--- config.mk ---
export PLATFORM = sky130hd
export DESIGN_NAME = external_memory_bus_port
export DESIGN_NICKNAME = d
export VERILOG_FILES = /design/src/logic/ext_bus_pkg.sv /design/src/logic/external_memory_bus_port.sv /design/src/logic/phase_divider.sv
export SDC_FILE = /design/constraint.sdc
export NUM_CORES = 1
export LEC_CHECK = 0
export ABC_CLOCK_PERIOD_IN_PS = 3300
export BUFFER_PORTS_ARGS = -buffer_cell sky130_fd_sc_hd__clkbuf_2
export CAP_MARGIN = 20
export CORE_MARGIN = 5
export CORE_UTILIZATION = 30
export CTS_CLUSTER_SIZE = 30
export DETAILED_ROUTE_END_ITERATION = 10
export SYNTH_ARGS = -nofsm -noshare
export SYNTH_HDL_FRONTEND = slang
export SYNTH_HIERARCHICAL = 1
export SYNTH_SLANG_ARGS = --single-unit
--- constraint.sdc ---
create_clock -name sys_clk -period 3.3 [get_ports sys_clk]
set_input_delay 0.66 -clock sys_clk [delete_from_list [all_inputs] [get_ports sys_clk]]
set_output_delay 0.66 -clock sys_clk [all_outputs]
set_load 0.02 [all_outputs]
--- src/logic/ext_bus_pkg.sv ---
// Package of constants and types for the external memory bus port.
package ext_bus_pkg;

  // ==========================================================================
  // Machine cycle and reset timing
  // ==========================================================================
  localparam int unsigned CLOCKS_PER_MACHINE_CYCLE = 4;  // Oscillator clocks per cycle.
  localparam int unsigned RESET_HOLD_MACHINE_CYCLES = 2; // Least reset hold, in cycles.
  localparam int unsigned RESET_HOLD_CLOCKS =
    CLOCKS_PER_MACHINE_CYCLE * RESET_HOLD_MACHINE_CYCLES;

  // ==========================================================================
  // Stretch range of external data moves
  // ==========================================================================
  localparam logic [3:0] STRETCH_MIN_CYCLES = 4'h2;  // Shortest data move.
  localparam logic [3:0] STRETCH_MAX_CYCLES = 4'h9;  // Longest data move.
  localparam logic [3:0] STRETCH_RESET      = 4'h2;  // Stretch after reset.

  // ==========================================================================
  // Phase positions inside one machine cycle
  // ==========================================================================
  localparam logic [1:0] PHASE_LATCH   = 2'h0;  // Latch strobe high, address out.
  localparam logic [1:0] PHASE_RELEASE = 2'h1;  // Latch strobe low, address held.
  localparam logic [1:0] PHASE_LAST    = 2'h3;  // Last phase of a machine cycle.

  // ==========================================================================
  // Access kinds
  // ==========================================================================
  localparam logic [1:0] KIND_FETCH      = 2'h0;  // Instruction fetch.
  localparam logic [1:0] KIND_TABLE_READ = 2'h1;  // Program table read.
  localparam logic [1:0] KIND_DATA_READ  = 2'h2;  // External data move, read.
  localparam logic [1:0] KIND_DATA_WRITE = 2'h3;  // External data move, write.

  // On-chip SRAM window; only used when the enable bit is set.
  localparam logic [15:0] ONCHIP_SRAM_TOP = 16'h03FF;

endpackage : ext_bus_pkg

--- src/logic/external_memory_bus_port.sv ---
// External memory bus port: address/data multiplexing and bus strobes.
`timescale 1ns/1ps

// Summary of operation
// - All bus activity runs in four-clock machine cycles.
// - Program strobe on fetches and table reads.
// - Latch strobe captures the low address byte.
// - Low port carries address first, then data.
// - High port carries upper address every external access.
// - Write and read strobes for data moves.
// - Wait input extends external accesses.
// - Wait pin never driven while wait enabled.
// - Data moves stretch from two to nine cycles.
// - On-chip SRAM disabled after reset.
module external_memory_bus_port
  import ext_bus_pkg::*;
(
  // Clock and reset.
  input  wire logic        sys_clk,
  input  wire logic        reset_n,
  // Core request side, same clock domain.
  input  wire logic        accessRequest,     // Level: start an access when idle.
  input  wire logic [1:0]  accessKind,        // Kind of access, see package.
  input  wire logic [15:0] accessAddress,     // Full 16-bit address.
  input  wire logic [7:0]  writeData,         // Byte for a data write.
  input  wire logic [3:0]  stretchCycles,     // Data move length, two to nine.
  input  wire logic        waitEnable,        // Wait-state pin use enabled.
  input  wire logic        onchipSramEnable,  // Set/clear of the on-chip SRAM enable.
  input  wire logic        onchipSramLoad,    // Pulse: load the enable bit.
  // Core answer side.
  output logic             accessDone,        // Pulse: access finished.
  output logic [7:0]       readData,          // Byte captured from the bus.
  output logic             onchipSelect,      // Pulse: access served on chip.
  output logic             onchip_sram_enable_bit, // Current enable bit.
  // Pins.
  input  wire logic        external_access_select, // Strap: high for internal code.
  output logic             internalCodeSelect,     // Registered strap level.
  input  wire logic [7:0]  lowPortIn,         // Low multiplexed port, input.
  output logic [7:0]       lowPortOut,        // Low multiplexed port, output.
  output logic             lowPortOe,         // Low port driven while high.
  output logic [7:0]       highAddress,       // Upper address byte.
  output logic             addressLatchStrobe,// High one clock as the low address goes out.
  output logic             program_fetch_strobe_n, // Program fetch strobe.
  output logic             writeStrobe_n,     // Data write strobe (P3.6 role).
  output logic             readStrobe_n,      // Data read strobe (P3.7 role).
  input  wire logic        waitPinIn,         // Wait pin input, high asks a wait.
  output logic             waitPinOe          // Wait pin drive enable.
);

  // ==========================================================================
  // Types and state
  // ==========================================================================
  typedef enum logic [2:0] {
    IDLE   = 3'b001,  // No access in progress.
    ACCESS = 3'b010,  // Strobe phases of the access.
    FINISH = 3'b100   // Answer handed back to the core.
  } bus_state_e;

  typedef struct packed {
    bus_state_e  fsm;
    logic [1:0]  kind;
    logic [3:0]  cyclesLeft;
    logic        firstCycle;
    logic [7:0]  dataOut;
    logic [7:0]  readData;
    logic        accessDone;
    logic        onchipSelect;
    logic        sramEnable;
    logic        strapSync1;
    logic        strapSync2;
    logic        waitSync1;
    logic        waitSync2;
    logic [7:0]  lowPortOut;
    logic        lowPortOe;
    logic [7:0]  highAddress;
    logic        latchStrobe;
    logic        fetchStrobe_n;
    logic        writeStrobe_n;
    logic        readStrobe_n;
  } bus_state_s;

  bus_state_s  state;       // Registered state.
  bus_state_s  next_state;  // Next value.
  logic [1:0]  phase;       // Phase inside the machine cycle.
  logic        cycleEnd;    // Pulse on the last phase.

  // Clamp a requested stretch into the legal range of data moves.
  function automatic logic [3:0] clampStretch(input logic [3:0] req);
    if (req < STRETCH_MIN_CYCLES) begin
      return STRETCH_MIN_CYCLES;
    end else if (req > STRETCH_MAX_CYCLES) begin
      return STRETCH_MAX_CYCLES;
    end
    return req;
  endfunction

  // Data kinds use the read or write strobe; program kinds use the fetch strobe.
  function automatic logic isDataKind(input logic [1:0] k);
    return (k == KIND_DATA_READ) || (k == KIND_DATA_WRITE);
  endfunction

  // ==========================================================================
  // Machine cycle divider
  // ==========================================================================
  phase_divider u_phase_divider (
    .sys_clk  (sys_clk),
    .reset_n  (reset_n),
    .phase    (phase),
    .cycleEnd (cycleEnd)
  );

  // ==========================================================================
  // Next-state logic
  // ==========================================================================
  // Accesses start only at a machine cycle boundary, so every strobe sits in
  // the same phase positions whatever the core timing is.
  always_comb begin
    next_state              = state;
    next_state.accessDone   = 1'b0;
    next_state.onchipSelect = 1'b0;
    // The strap and wait pins pass two flops before any logic looks at them.
    next_state.strapSync1   = external_access_select;
    next_state.strapSync2   = state.strapSync1;
    next_state.waitSync1    = waitPinIn;
    next_state.waitSync2    = state.waitSync1;
    if (onchipSramLoad) begin
      next_state.sramEnable = onchipSramEnable;
    end

    unique case (state.fsm)
      IDLE: begin
        next_state.lowPortOe     = 1'b0;
        next_state.latchStrobe   = 1'b0;
        next_state.fetchStrobe_n = 1'b1;
        next_state.writeStrobe_n = 1'b1;
        next_state.readStrobe_n  = 1'b1;
        if (accessRequest && cycleEnd) begin
          if (isDataKind(accessKind) && state.sramEnable &&
              (accessAddress <= ONCHIP_SRAM_TOP)) begin
            // Served on chip; the external bus stays quiet.
            next_state.onchipSelect = 1'b1;
            next_state.accessDone   = 1'b1;
          end else begin
            next_state.fsm         = ACCESS;
            next_state.kind        = accessKind;
            next_state.firstCycle  = 1'b1;
            next_state.dataOut     = writeData;
            // Program accesses take one machine cycle, data moves stretch.
            next_state.cyclesLeft  = isDataKind(accessKind) ?
                                     clampStretch(stretchCycles) : 4'h1;
            next_state.highAddress = accessAddress[15:8];
            next_state.lowPortOut  = accessAddress[7:0];
            next_state.lowPortOe   = 1'b1;
            next_state.latchStrobe = 1'b1;
          end
        end
      end
      ACCESS: begin
        if (state.firstCycle && phase == PHASE_LATCH) begin
          // Latch strobe falls while the address is still held stable.
          next_state.latchStrobe = 1'b0;
        end else if (state.firstCycle && phase == PHASE_RELEASE) begin
          next_state.firstCycle = 1'b0;
          if (state.kind == KIND_DATA_WRITE) begin
            next_state.lowPortOut    = state.dataOut;
            next_state.writeStrobe_n = 1'b0;
          end else begin
            // Address released in the same clock that the read or fetch strobe falls.
            next_state.lowPortOe = 1'b0;
            if (state.kind == KIND_DATA_READ) begin
              next_state.readStrobe_n = 1'b0;
            end else begin
              next_state.fetchStrobe_n = 1'b0;
            end
          end
        end
        if (cycleEnd) begin
          if (waitEnable && state.waitSync2) begin
            // A slow device holds the access for another machine cycle.
            next_state.cyclesLeft = state.cyclesLeft;
          end else if (state.cyclesLeft == 4'h1) begin
            next_state.fsm           = FINISH;
            next_state.readData      = lowPortIn;
            next_state.fetchStrobe_n = 1'b1;
            next_state.writeStrobe_n = 1'b1;
            next_state.readStrobe_n  = 1'b1;
          end else begin
            next_state.cyclesLeft = state.cyclesLeft - 4'h1;
          end
        end
      end
      FINISH: begin
        // Write data leaves the port once the strobe has risen.
        next_state.lowPortOe  = 1'b0;
        next_state.accessDone = 1'b1;
        next_state.fsm        = IDLE;
      end
      default: begin
        // Codes that are not one-hot are illegal; fall back to idle so that
        // an upset cannot leave the bus state machine stuck.
        next_state.fsm = IDLE;
      end
    endcase
  end

  // ==========================================================================
  // State register
  // ==========================================================================
  // All strobes rest inactive in reset; the SRAM enable starts cleared.
  always_ff @(posedge sys_clk) begin
    if (!reset_n) begin
      state               <= '0;
      state.fsm           <= IDLE;
      state.kind          <= KIND_FETCH;
      state.fetchStrobe_n <= 1'b1;
      state.writeStrobe_n <= 1'b1;
      state.readStrobe_n  <= 1'b1;
      state.sramEnable    <= 1'b0;
    end else begin
      state <= next_state;
    end
  end

  // ==========================================================================
  // Outputs
  // ==========================================================================
  assign accessDone             = state.accessDone;
  assign readData               = state.readData;
  assign onchipSelect           = state.onchipSelect;
  assign onchip_sram_enable_bit = state.sramEnable;
  assign internalCodeSelect     = state.strapSync2;
  assign lowPortOut             = state.lowPortOut;
  assign lowPortOe              = state.lowPortOe;
  assign highAddress            = state.highAddress;
  assign addressLatchStrobe     = state.latchStrobe;
  assign program_fetch_strobe_n = state.fetchStrobe_n;
  assign writeStrobe_n          = state.writeStrobe_n;
  assign readStrobe_n           = state.readStrobe_n;
  // The wait pin is an input only here; port use lives elsewhere.
  assign waitPinOe              = 1'b0;

endmodule // external_memory_bus_port

--- src/logic/phase_divider.sv ---
// Divider that marks the four phases of each machine cycle.
`timescale 1ns/1ps
module phase_divider
  import ext_bus_pkg::*;
(
  // Clock and reset.
  input  wire logic       sys_clk,
  input  wire logic       reset_n,
  // Phase outputs.
  output logic [1:0] phase,      // Current phase inside a machine cycle.
  output logic       cycleEnd    // One-cycle pulse on the last phase.
);

  // ==========================================================================
  // Phase counter
  // ==========================================================================
  typedef struct packed {
    logic [1:0] phase;
    logic       cycleEnd;
  } div_state_s;

  div_state_s state;       // Registered state.
  div_state_s next_state;  // Next value.

  // The counter wraps naturally at four, one machine cycle.
  always_comb begin
    next_state          = state;
    next_state.phase    = state.phase + 2'h1;
    next_state.cycleEnd = (next_state.phase == PHASE_LAST);
  end

  // Reset lines the counter up at the start of a machine cycle.
  always_ff @(posedge sys_clk) begin
    if (!reset_n) begin
      state <= '0;
    end else begin
      state <= next_state;
    end
  end

  assign phase    = state.phase;
  assign cycleEnd = state.cycleEnd;

endmodule // phase_divider

==> out/qor.csv, run 1 <==
stage;metric;value;unit
clock_tree;clock_sinks;57;
synthesis;yosys.area_share.simple;0.181;
pwr;power.density;477;nW/µm²
global_route;grt_pass1_wl;9.74;mm
cells_and_area;syn2layout_area_growth;17.9;%
floorplanning;die_area;10700;µm²
floorplanning;die_w;103;µm
route;vias;2083;
clock_tree;hold_buffers;0;
clock_tree;cts.repair.resized;0;
synthesis;synth-xor-area-share;0.00335;
critical_path;r2r-start;state[51];
synthesis;syn_area;2620;µm²
clock_tree;h-tree-depth;3;
cells_and_area;n_fill_cell;907;
global_route;grt_max_degree;33;
run;cap_violations;0;
route;wl_per_cell;14.1;µm
floorplanning;start_util;0.304;
timing;relSlewSlack;0.509;
synthesis;yosysUniqueCellTypes;51;
synthesis;synth_fa_ha_area_frac;0.0143;
synthesis;synth_top_family_by_area;simple AND/OR/NAND/NOR gates;
route;drt-vias-per-instance;4.73;
critical_path;worstPathMaxFanout;32;
critical_path;cp.arrival;2.54;ns
global_route;grt_antenna_before_repair;0;
synthesis;synth_edf_count;0;
cells_and_area;drive_gt1_frac;0.319;
hold_path;hold_depth;1;
floorplanning;core_area;8590;µm²
placement;port_buffers;78;
floorplanning;die_height;103;µm
route;ant_nets;0;
pwr;p_leak;1.25;nW
placement;place_congestion;0.776;
global_route;met3_usage;0.0510;
cells_and_area;regArea;1140;µm²
critical_path;endpoint_kind;flop;
route;wl;6.22;mm
floorplanning;ios;80;
synthesis;syn-num-nets;325;
timing;drv_slew;0;
synthesis;synth_flop_cell;dfxtp_1;
synthesis;muxShareOfSynthArea;0.0727;
placement;post_dp_cell_area;2890;µm²
clock_tree;root_buffer;clkbuf_8;
clock_tree;clk_pin_slew;0.06;ns
route;post-route-drc-count;0;
route;drt_iter0_markers;112;
clock_tree;cts_buffers;9;
timing;worst_slew_pin_slew;0.736;ns
clock_tree;postCtsSetupBuffers;0;
timing;fmax;427;MHz
global_route;met1_usage;0.146;
hold_path;whs_endpoint;internalCodeSelect;
global_route;grt_pass1_vias;1951;
synthesis;ys_seq_area_frac;0.436;
route;dr.pass1.iters;4;
global_route;gr-usage-all-layers;0.120;
global_route;grt_util_met2;0.184;
critical_path;critical_path_class;reg2reg;
critical_path;worstSetupStartpointType;flop;
global_route;grt-ovfl-total;0;
cells_and_area;final_nets;377;
timing;fin_crit_sh;0.709;
clock_tree;worst_skew_pair.late_latency;0.33;ns
timing;grt_setup_unrepaired;false;
timing;finalClockSkew;0.00656;ns
critical_path;required;3.50;ns
synthesis;synth_seq_cells;57;
synthesis;synth_compound_area_frac;0.164;
status;status;completed;
timing;setup_tns;0;ns
timing;setup_viol;0;
cells_and_area;multi_input_area;1150;µm²
hold_path;hold_start;next_state[23];
synthesis;syn_avg_cell_area;9.48;µm²
critical_path;worstReg2RegEnd;lowPortOut[3];
critical_path;timing.reg2reg.setup_slack;0.96;ns
synthesis;ys_warn_count;6;
synthesis;async_flop_share;0;
timing;period_minus_slack;2.34;ns
cells_and_area;diodes;0;
timing;finalHoldViolations;0;
cells_and_area;design_area;3090;µm²
placement;place_hpwl;4.55;mm
global_route;grt.busiest_layer;met2;
clock_tree;cts_tree;done;
critical_path;rr_worst_depth;5;
clock_tree;clock_path_buffers;2;
floorplanning;core.rowCount;34;
hold_path;worstHoldPathType;reg2reg;
pwr;vdd_drop_max;0.171;mV
synthesis;netlist_instances;276;
worst max-delay path by stage:
| stage | cells after the start | from | end |
|---|---|---|---|
| floorplan | 5 | accessAddress[10] | state[46] |
| CTS | 5 | state[51] | lowPortOut[0] |
| global route | 5 | state[51] | lowPortOut[3] |
| global placement | 6 | accessKind[1] | lowPortOut[5] |
| detailed placement | 6 | accessKind[1] | lowPortOut[0] |
| finish | 5 | state[51] | lowPortOut[3] |
cell usage in the layout, fill, tap and decap left out, types with 2 or more instances in the layout:
master	count
or2_1	2
a21oi_1	22
clkinv_2	2
o21a_1	2
nor3_1	6
nor3b_2	2
dfxtp_1	57
clkbuf_2	78
and2_1	5
o21ai_0	4
or3b_1	2
a32oi_1	2
a22oi_1	9
o31ai_1	10
buf_4	3
nor2_1	26
clkbuf_8	11
o32ai_1	3
and4b_1	2
inv_1	6
mux2i_1	19
nand2_1	23
nor3b_1	2
ha_1	3
nor2b_4	2
logic make-up after synthesis:
group                      count (synthesis)
DFF                                       57
xor gates and xnor gates                   1
muxes                                     19
and+or+nand+nor                           84
adders and majority gates                  3
AOI/OAI and AO/OA                         63
other                                      1
buffers and inverters                     48
synthesized netlist by cell type (2+ instances only):
library cell / count / share of area
inv_1: 6 / 0.0086
o32ai_1: 3 / 0.010
and4b_1: 2 / 0.0077
nor3_1: 6 / 0.011
nand2_1: 23 / 0.033
nor2b_4: 2 / 0.011
a22oi_1: 9 / 0.026
buf_4: 25 / 0.072
buf_2: 4 / 0.0077
buf_6: 5 / 0.022
and2_1: 5 / 0.012
dfxtp_1: 57 / 0.44
a211oi_2: 2 / 0.0096
o21a_1: 2 / 0.0057
o31ai_1: 10 / 0.029
o21ai_0: 4 / 0.0077
or3b_1: 2 / 0.0067
a32oi_1: 2 / 0.0067
ha_1: 3 / 0.014
nor3b_1: 3 / 0.0086
nor2_1: 26 / 0.037
a21oi_1: 22 / 0.042
mux2i_1: 19 / 0.073
or2_1: 2 / 0.0048
clkbuf_1: 6 / 0.0086
report_power, final:
group / internal [mW] / total [mW] / leakage, nW / switching [mW]
sequential: 0.704 / 0.714 / 0.462 / 0.0102
clock: 0.383 / 0.647 / 0.102 / 0.264
combinational: 0.0506 / 0.109 / 0.686 / 0.0588
layer usage:
metal  vias to the layer above  wire [µm]
li1                       1044          -
met1                       968       2710
met2                        65       2930
met3                         6        487
met4                         0         94
met5                         -          0
through the flow:
step,power [mW],worst slack [ns],std cells,util,hold WS (ns)
finish,1.47,0.959,440,0.359,0.437
global route,1.54,0.785,440,0.359,0.444
CTS,1.50,0.957,440,0.359,0.440
detailed placement,0.840,0.852,425,0.336,0.425
global placement,0.838,0.918,425,0.336,0.417
floorplan,0.799,1.36,276,-,0.412
sequential cells by signal, summed over array words and instances (netlist names), 2 cells and up:
signal,cells
readData,8
lowPortOut,8
u_phase_divider/phase,2
highAddress,8
next_state,2
state,19
worst max-delay path, cell delays in order, from the launching register on:
cell and delay, ns:
dfxtp_1 0.57, or3b_4 0.46, a211oi_4 0.50, buf_12 0.27, or2_1 0.30, a21oi_1 0.10
final cells by class:
type | instances | share of cell area
repair buffers | 82 | 0.140
clock buffers | 12 | 0.0503
multi-input cells | 171 | 0.374
well taps | 108 | 0.0438
clock inverters | 3 | 0.0130
flip-flops and latches | 57 | 0.370
inverters | 7 | 0.00852
Power figures use the tool's default switching activity.
==> run 2, diff against run 1 <==
--- a/config.mk
+++ b/config.mk
@@ -5,7 +5,7 @@
 export SDC_FILE = /design/constraint.sdc
 export NUM_CORES = 1
 export LEC_CHECK = 0
-export ABC_CLOCK_PERIOD_IN_PS = 3300
+export ABC_CLOCK_PERIOD_IN_PS = 1900
 export BUFFER_PORTS_ARGS = -buffer_cell sky130_fd_sc_hd__clkbuf_2
 export CAP_MARGIN = 20
 export CORE_MARGIN = 5
==> constraint.sdc (replaced) <==
create_clock -name sys_clk -period 1.9 [get_ports sys_clk]
set_input_delay 0.38 -clock sys_clk [delete_from_list [all_inputs] [get_ports sys_clk]]
set_output_delay 0.38 -clock sys_clk [all_outputs]
set_load 0.02 [all_outputs]
==> run 2 against run 1 <==
Against the previous run: fmax is 31% higher; routed wire length up 2.9%; sequential share of layout area shrank 1.3 points; sequential cell count stayed put; hold slack got worse by 0.18 ns; clock-buffer cell count increased by 2; largest power group unchanged; largest cell class unchanged; final cell count up 3.6%; design area increased by 3.8%; non-clock buffer count increased by 15.
==> out/qor.csv, run 2 (synthesized netlist as in run 1, its figures left out) <==
stage;metric;value;unit;change
status;status;completed;;
global_route;grt_antenna_before_repair;0;;unchanged
clock_tree;hold_buffers;0;;unchanged
route;wl;6.39;mm;+2.9%
run;cap_violations;0;;unchanged
global_route;grt_pass1_vias;2195;;+13%
route;ant_nets;0;;unchanged
critical_path;required;2.13;ns;-1.37 ns
placement;post_dp_cell_area;2990;µm²;+3.5%
floorplanning;start_util;0.304;;unchanged
critical_path;critical_path_class;reg2reg;;
clock_tree;root_buffer;clkbuf_8;;
timing;finalClockSkew;0.00651;ns;-0.0000532 ns
cells_and_area;diodes;0;;unchanged
cells_and_area;final_nets;392;;+4.0%
clock_tree;cts_tree;done;;
placement;place_congestion;0.851;;+9.7%
global_route;grt_max_degree;24;;-27%
cells_and_area;regArea;1140;µm²;unchanged
clock_tree;cts_buffers;9;;unchanged
global_route;gr-usage-all-layers;0.128;;+0.00836
placement;place_hpwl;4.67;mm;+2.7%
timing;fin_hold_ws;0.255;ns;-0.182 ns
cells_and_area;design_area;3200;µm²;+3.8%
route;vias;2155;;+3.5%
route;dr.pass1.iters;4;;unchanged
global_route;grt_pass1_wl;10.4;mm;+7.1%
timing;relSlewSlack;0.664;;+0.155
clock_tree;worst_skew_pair.late_latency;0.34;ns;about the same
floorplanning;die_area;10700;µm²;unchanged
timing;worst_slew_pin_slew;0.501;ns;-0.235 ns
critical_path;endpoint_kind;flop;;
critical_path;cp.arrival;2.02;ns;-0.52 ns
cells_and_area;drive_gt1_frac;0.348;;+0.0284
cells_and_area;largest_reg_flops;19;;unchanged
floorplanning;die_height;103;µm;unchanged
timing;period_minus_slack;1.79;ns;-0.552 ns
critical_path;worstPathMaxFanout;5;;-84%
global_route;grt-ovfl-total;0;;unchanged
cells_and_area;final_common_cell;clkbuf_2;;
cells_and_area;multi_input_area;1150;µm²;unchanged
timing;finalHoldViolations;0;;unchanged
timing;fmax;559;MHz;+31%
route;drt-vias-per-instance;4.73;;-0.17%
timing;fin_crit_sh;0.942;;+0.232
pwr;power.density;822;nW/µm²;+72%
clock_tree;clock_path_buffers;2;;unchanged
clock_tree;h-tree-depth;3;;unchanged
cells_and_area;syn2layout_area_growth;22.4;%;
critical_path;worstSetupStartpointType;flop;;
timing;grt_setup_unrepaired;false;;
route;drt_iter0_markers;103;;-8.0%
route;wl_per_cell;14.0;µm;-0.73%
pwr;vdd_drop_max;0.447;mV;+160%
hold_path;worstHoldPathType;in2reg;;
cells_and_area;layout_common_cells;clkbuf_2 (78), dfxtp_1 (57), nor2_1 (26);;
placement;port_buffers;78;;unchanged
floorplanning;die_w;103;µm;unchanged
cells_and_area;largest_register;state;;
clock_tree;clock_sinks;57;;unchanged
timing;setup_viol;0;;unchanged
cells_and_area;n_fill_cell;905;;-0.22%
clock_tree;clk_pin_slew;0.06;ns;about the same
clock_tree;postCtsSetupBuffers;0;;unchanged
floorplanning;ios;80;;unchanged
timing;drv_slew;0;;unchanged
floorplanning;core.rowCount;34;;unchanged
pwr;p_leak;1.33;nW;+6.4%
timing;setup_tns;0;ns;unchanged
route;post-route-drc-count;0;;unchanged
floorplanning;core_area;8590;µm²;unchanged
## run 2: cell count changes in the layout (fill, tap and decap cells not counted)
cell / previous run / this run
clkbuf_1: 1 / 2
buf_12: 1 / 0
clkbuf_8: 11 / 12
clkinv_2: 2 / 1
buf_6: 0 / 1
buf_4: 3 / 18
## run 2: final timing paths
path                               start            endpoint  slack, ns  cells after the start
setup / recovery               state[45]           state[46]       0.11                      5
hold / removal    external_access_select      next_state[23]       0.25                      2
hold reg to reg           next_state[23]  internalCodeSelect       0.44                      1
setup reg to reg               state[45]           state[46]       0.11                      5
## run 2: report_power, final
part	switching, mW	internal (mW)	total (mW)
Clock	0.478	0.712	1.19
Sequential	0.0165	1.22	1.24
Combinational	0.107	0.0950	0.202
Total	0.601	2.03	2.63
## run 2: timing repair
| action | 4_1_cts | 5_1_grt |
|---|---|---|
| gates resized for setup | 0 | 1 |
| endpoints found under the hold margin | 0 | 0 |
| endpoints found under the setup margin | 0 | 1 |
## run 2: layer usage
| layer | vias to the layer above | share of wire | GRT usage |
|---|---|---|---|
| met1 | 1009 | 0.42 | 0.146 |
| met2 | 58 | 0.49 | 0.211 |
| met4 | 0 | 0.017 | 0.0518 |
| li1 | 1079 | - | - |
| met5 | - | 0 | 0 |
| met3 | 9 | 0.076 | 0.0550 |
## run 2: per-stage QoR
step / utilization / total power, mW / cells / setup slack [ns]
5_1_grt: 0.373 / 2.76 / 456 / 0.0185
3_5_place_dp: 0.348 / 1.47 / 440 / 0.0222
4_1_cts: 0.372 / 2.68 / 456 / 0.107
2_1_floorplan: - / 1.39 / 276 / 0.193
3_3_place_gp: 0.348 / 1.47 / 440 / 0.0739
6_report: 0.373 / 2.63 / 456 / 0.111
## run 2: final cells by class
cell class | count | area share
Sequential cell | 57 | 0.356
Multi-Input combinational cell | 171 | 0.361
Tap cell | 108 | 0.0422
Clock inverter | 2 | 0.0109
Inverter | 7 | 0.00821
Timing Repair Buffer | 97 | 0.168
Clock buffer | 14 | 0.0539
## run 2: worst max-delay path: stages (launching register included)
cell and delay [ns]:
dfxtp_1 0.40, ha_1 0.17, or3b_1 0.42, nor3b_2 0.21
or2_1 0.24, a311oi_1 0.24
==> run 3, diff against run 2 <==
--- a/config.mk
+++ b/config.mk
@@ -6,7 +6,7 @@
 export NUM_CORES = 1
 export LEC_CHECK = 0
 export ABC_CLOCK_PERIOD_IN_PS = 1900
-export BUFFER_PORTS_ARGS = -buffer_cell sky130_fd_sc_hd__clkbuf_2
+export BUFFER_PORTS_ARGS = -buffer_cell sky130_fd_sc_hd__buf_2
 export CAP_MARGIN = 20
 export CORE_MARGIN = 5
 export CORE_UTILIZATION = 30
==> run 3 against run 2 <==
Against the previous run: sequential share of layout area decreased by 0.29 points; clock skew grew 0.0029 ns; final cell count rose by 0.66%.
==> out/qor.csv, run 3 (synthesized netlist as in run 1, its figures left out) <==
stage;metric;value;unit;change
route;dr.pass1.iters;4;;unchanged
route;post-route-drc-count;0;;unchanged
critical_path;worstPathMaxFanout;5;;unchanged
cells_and_area;diodes;0;;unchanged
critical_path;crit_chain;ha_1, or3b_4, nor3b_2, or2_1, a311oi_1;;
timing;drv_slew;0;;unchanged
pwr;power.density;811;nW/µm²;-1.3%
global_route;grt_max_degree;36;;+50%
route;vias;2155;;unchanged
placement;post_dp_cell_area;3000;µm²;+0.25%
placement;place_congestion;0.781;;-8.2%
critical_path;required;2.14;ns;about the same
critical_path;endpoint_kind;flop;;
route;ant_nets;0;;unchanged
floorplanning;ios;80;;unchanged
hold_path;worstHoldPathType;in2reg;;
cells_and_area;final_nets;395;;+0.77%
pwr;seq_power_share;0.473;;+0.002
pwr;clockPowerShare;0.449;;-0.003
cells_and_area;final_common_cell;buf_2;;
critical_path;critical_path_class;reg2reg;;
global_route;grt_pass1_wl;10.3;mm;-1.1%
clock_tree;worst_skew_pair.late_latency;0.33;ns;about the same
clock_tree;h-tree-depth;3;;unchanged
route;drt-vias-per-instance;4.69;;-0.65%
route;wl;6.40;mm;+0.14%
clock_tree;cts_tree;done;;
floorplanning;die_height;103;µm;unchanged
critical_path;crit_family;simple AND/OR/NAND/NOR gates;;
pwr;vdd_drop_max;0.387;mV;-13%
timing;setup_tns;0;ns;unchanged
clock_tree;root_buffer;clkbuf_8;;
clock_tree;clk_pin_slew;0.06;ns;about the same
clock_tree;clock_sinks;57;;unchanged
clock_tree;cts_buffers;9;;unchanged
global_route;gr-usage-all-layers;0.126;;-0.00183
cells_and_area;design_area;3230;µm²;+0.82%
floorplanning;core.rowCount;34;;unchanged
clock_tree;clock_path_buffers;2;;unchanged
timing;period_minus_slack;1.77;ns;-0.0233 ns
timing;grt_setup_unrepaired;false;;
critical_path;startpoint;state[45];;
critical_path;critPathBufInv;0;;unchanged
timing;fin_crit_sh;0.929;;-0.0122
pwr;p_int;2.03;mW;+0.11%
status;status;completed;;
cells_and_area;largest_register;state;;
critical_path;r2r-start;state[45];;
route;wl_per_cell;13.9;µm;-0.51%
pwr;p_leak;1.36;nW;+2.5%
pwr;swShare;0.224;;-0.00437
pwr;pwr-share-comb;0.078;;about the same
cells_and_area;drive_gt1_frac;0.359;;+0.0113
critical_path;max_stage_delay;0.41;ns;about the same
run;cap_violations;0;;unchanged
global_route;grt_antenna_before_repair;0;;unchanged
global_route;grt-ovfl-total;0;;unchanged
cells_and_area;syn2layout_area_growth;23.4;%;
cells_and_area;n_fill_cell;916;;+1.2%
timing;finalHoldViolations;0;;unchanged
placement;place_hpwl;4.70;mm;+0.55%
cells_and_area;largest_reg_flops;19;;unchanged
cells_and_area;layout_common_cells;buf_2 (78), dfxtp_1 (57), nor2_1 (26);;
placement;port_buffers;78;;unchanged
route;drt_iter0_markers;128;;+24%
critical_path;cp.arrival;2.00;ns;-0.02 ns
critical_path;worstSetupStartpointType;flop;;
pwr;power_switching;0.587;mW;-2.4%
timing;fmax;566;MHz;+1.3%
hold_path;hold_start;external_access_select;;
critical_path;slowest_stage;or3b_4;;
floorplanning;core_area;8590;µm²;unchanged
floorplanning;die_w;103;µm;unchanged
global_route;grt_pass1_vias;2178;;-0.77%
floorplanning;die_area;10700;µm²;unchanged
critical_path;timing.reg2reg.setup_slack;0.13;ns;+0.02 ns
timing;setup_viol;0;;unchanged
timing;finalClockSkew;0.00944;ns;+0.00293 ns
floorplanning;start_util;0.304;;unchanged
-- run 3: cell types whose count changed in the layout (fill, tap and decap cells not counted) --
cell / change
or3_4: +1
clkbuf_2: -78
buf_4: +4
or3_1: -1
or3b_1: -1
buf_2: +78
buf_6: -1
or3b_4: +1
-- run 3: worst register-to-register path, stage by stage, from the launching register on --
cell      delay [ns]
dfxtp_1         0.39
ha_1            0.18
or3b_4          0.41
nor3b_2         0.19
or2_1           0.27
a311oi_1        0.23
-- run 3: cell type report --
cell class,instances,area (µm²),area share
flip-flops and latches,57,1140,0.353
clock inverters,2,35.0,0.0109
clock buffers,14,173,0.0535
well taps,108,135,0.0419
repair buffers,100,556,0.172
inverters,7,26.3,0.00814
multi-input cells,171,1160,0.360
-- run 3: power groups by stage --
stage          combinational, mW  clock (mW)  sequential [mW]
2_1_floorplan              0.124           0             1.26
3_3_place_gp               0.200           0             1.26
3_5_place_dp               0.204           0             1.26
4_1_cts                    0.205        1.22             1.24
5_1_grt                    0.226        1.28             1.24
6_report                   0.204        1.18             1.24
-- run 3: timing repair --
item | 4_1_cts | 5_1_grt
setup endpoints to repair | 0 | 21
setup buffers | 0 | 2
hold buffers | 0 | 0
resized for setup | 0 | 2
-- run 3: worst paths after layout --
kind	to	cells past startpoint
worst max register to register	state[46]	5
worst max-delay path	state[46]	5
worst min register to register	internalCodeSelect	1
worst min-delay path	next_state[23]	2
-- run 3: stage by stage --
step                      power, mW  hold WS (ns)  utilization  setup WS (ns)  instances
after floorplan                1.39         0.412            -          0.193        276
after CTS                      2.66         0.241        0.373         0.0139        457
final                          2.62         0.256        0.376          0.134        459
after detailed placement       1.47         0.430        0.349         0.0112        441
after global routing           2.74         0.226        0.376         0.0433        459
after global placement         1.46         0.417        0.349          0.126        441
-- run 3: metal layers --
layer  vias up  track usage  share of wire
met5         -            0              0
met4         0       0.0398         0.0095
met3         5       0.0550          0.080
met2        59        0.211           0.49
met1      1008        0.145           0.42
li1       1083            -              -
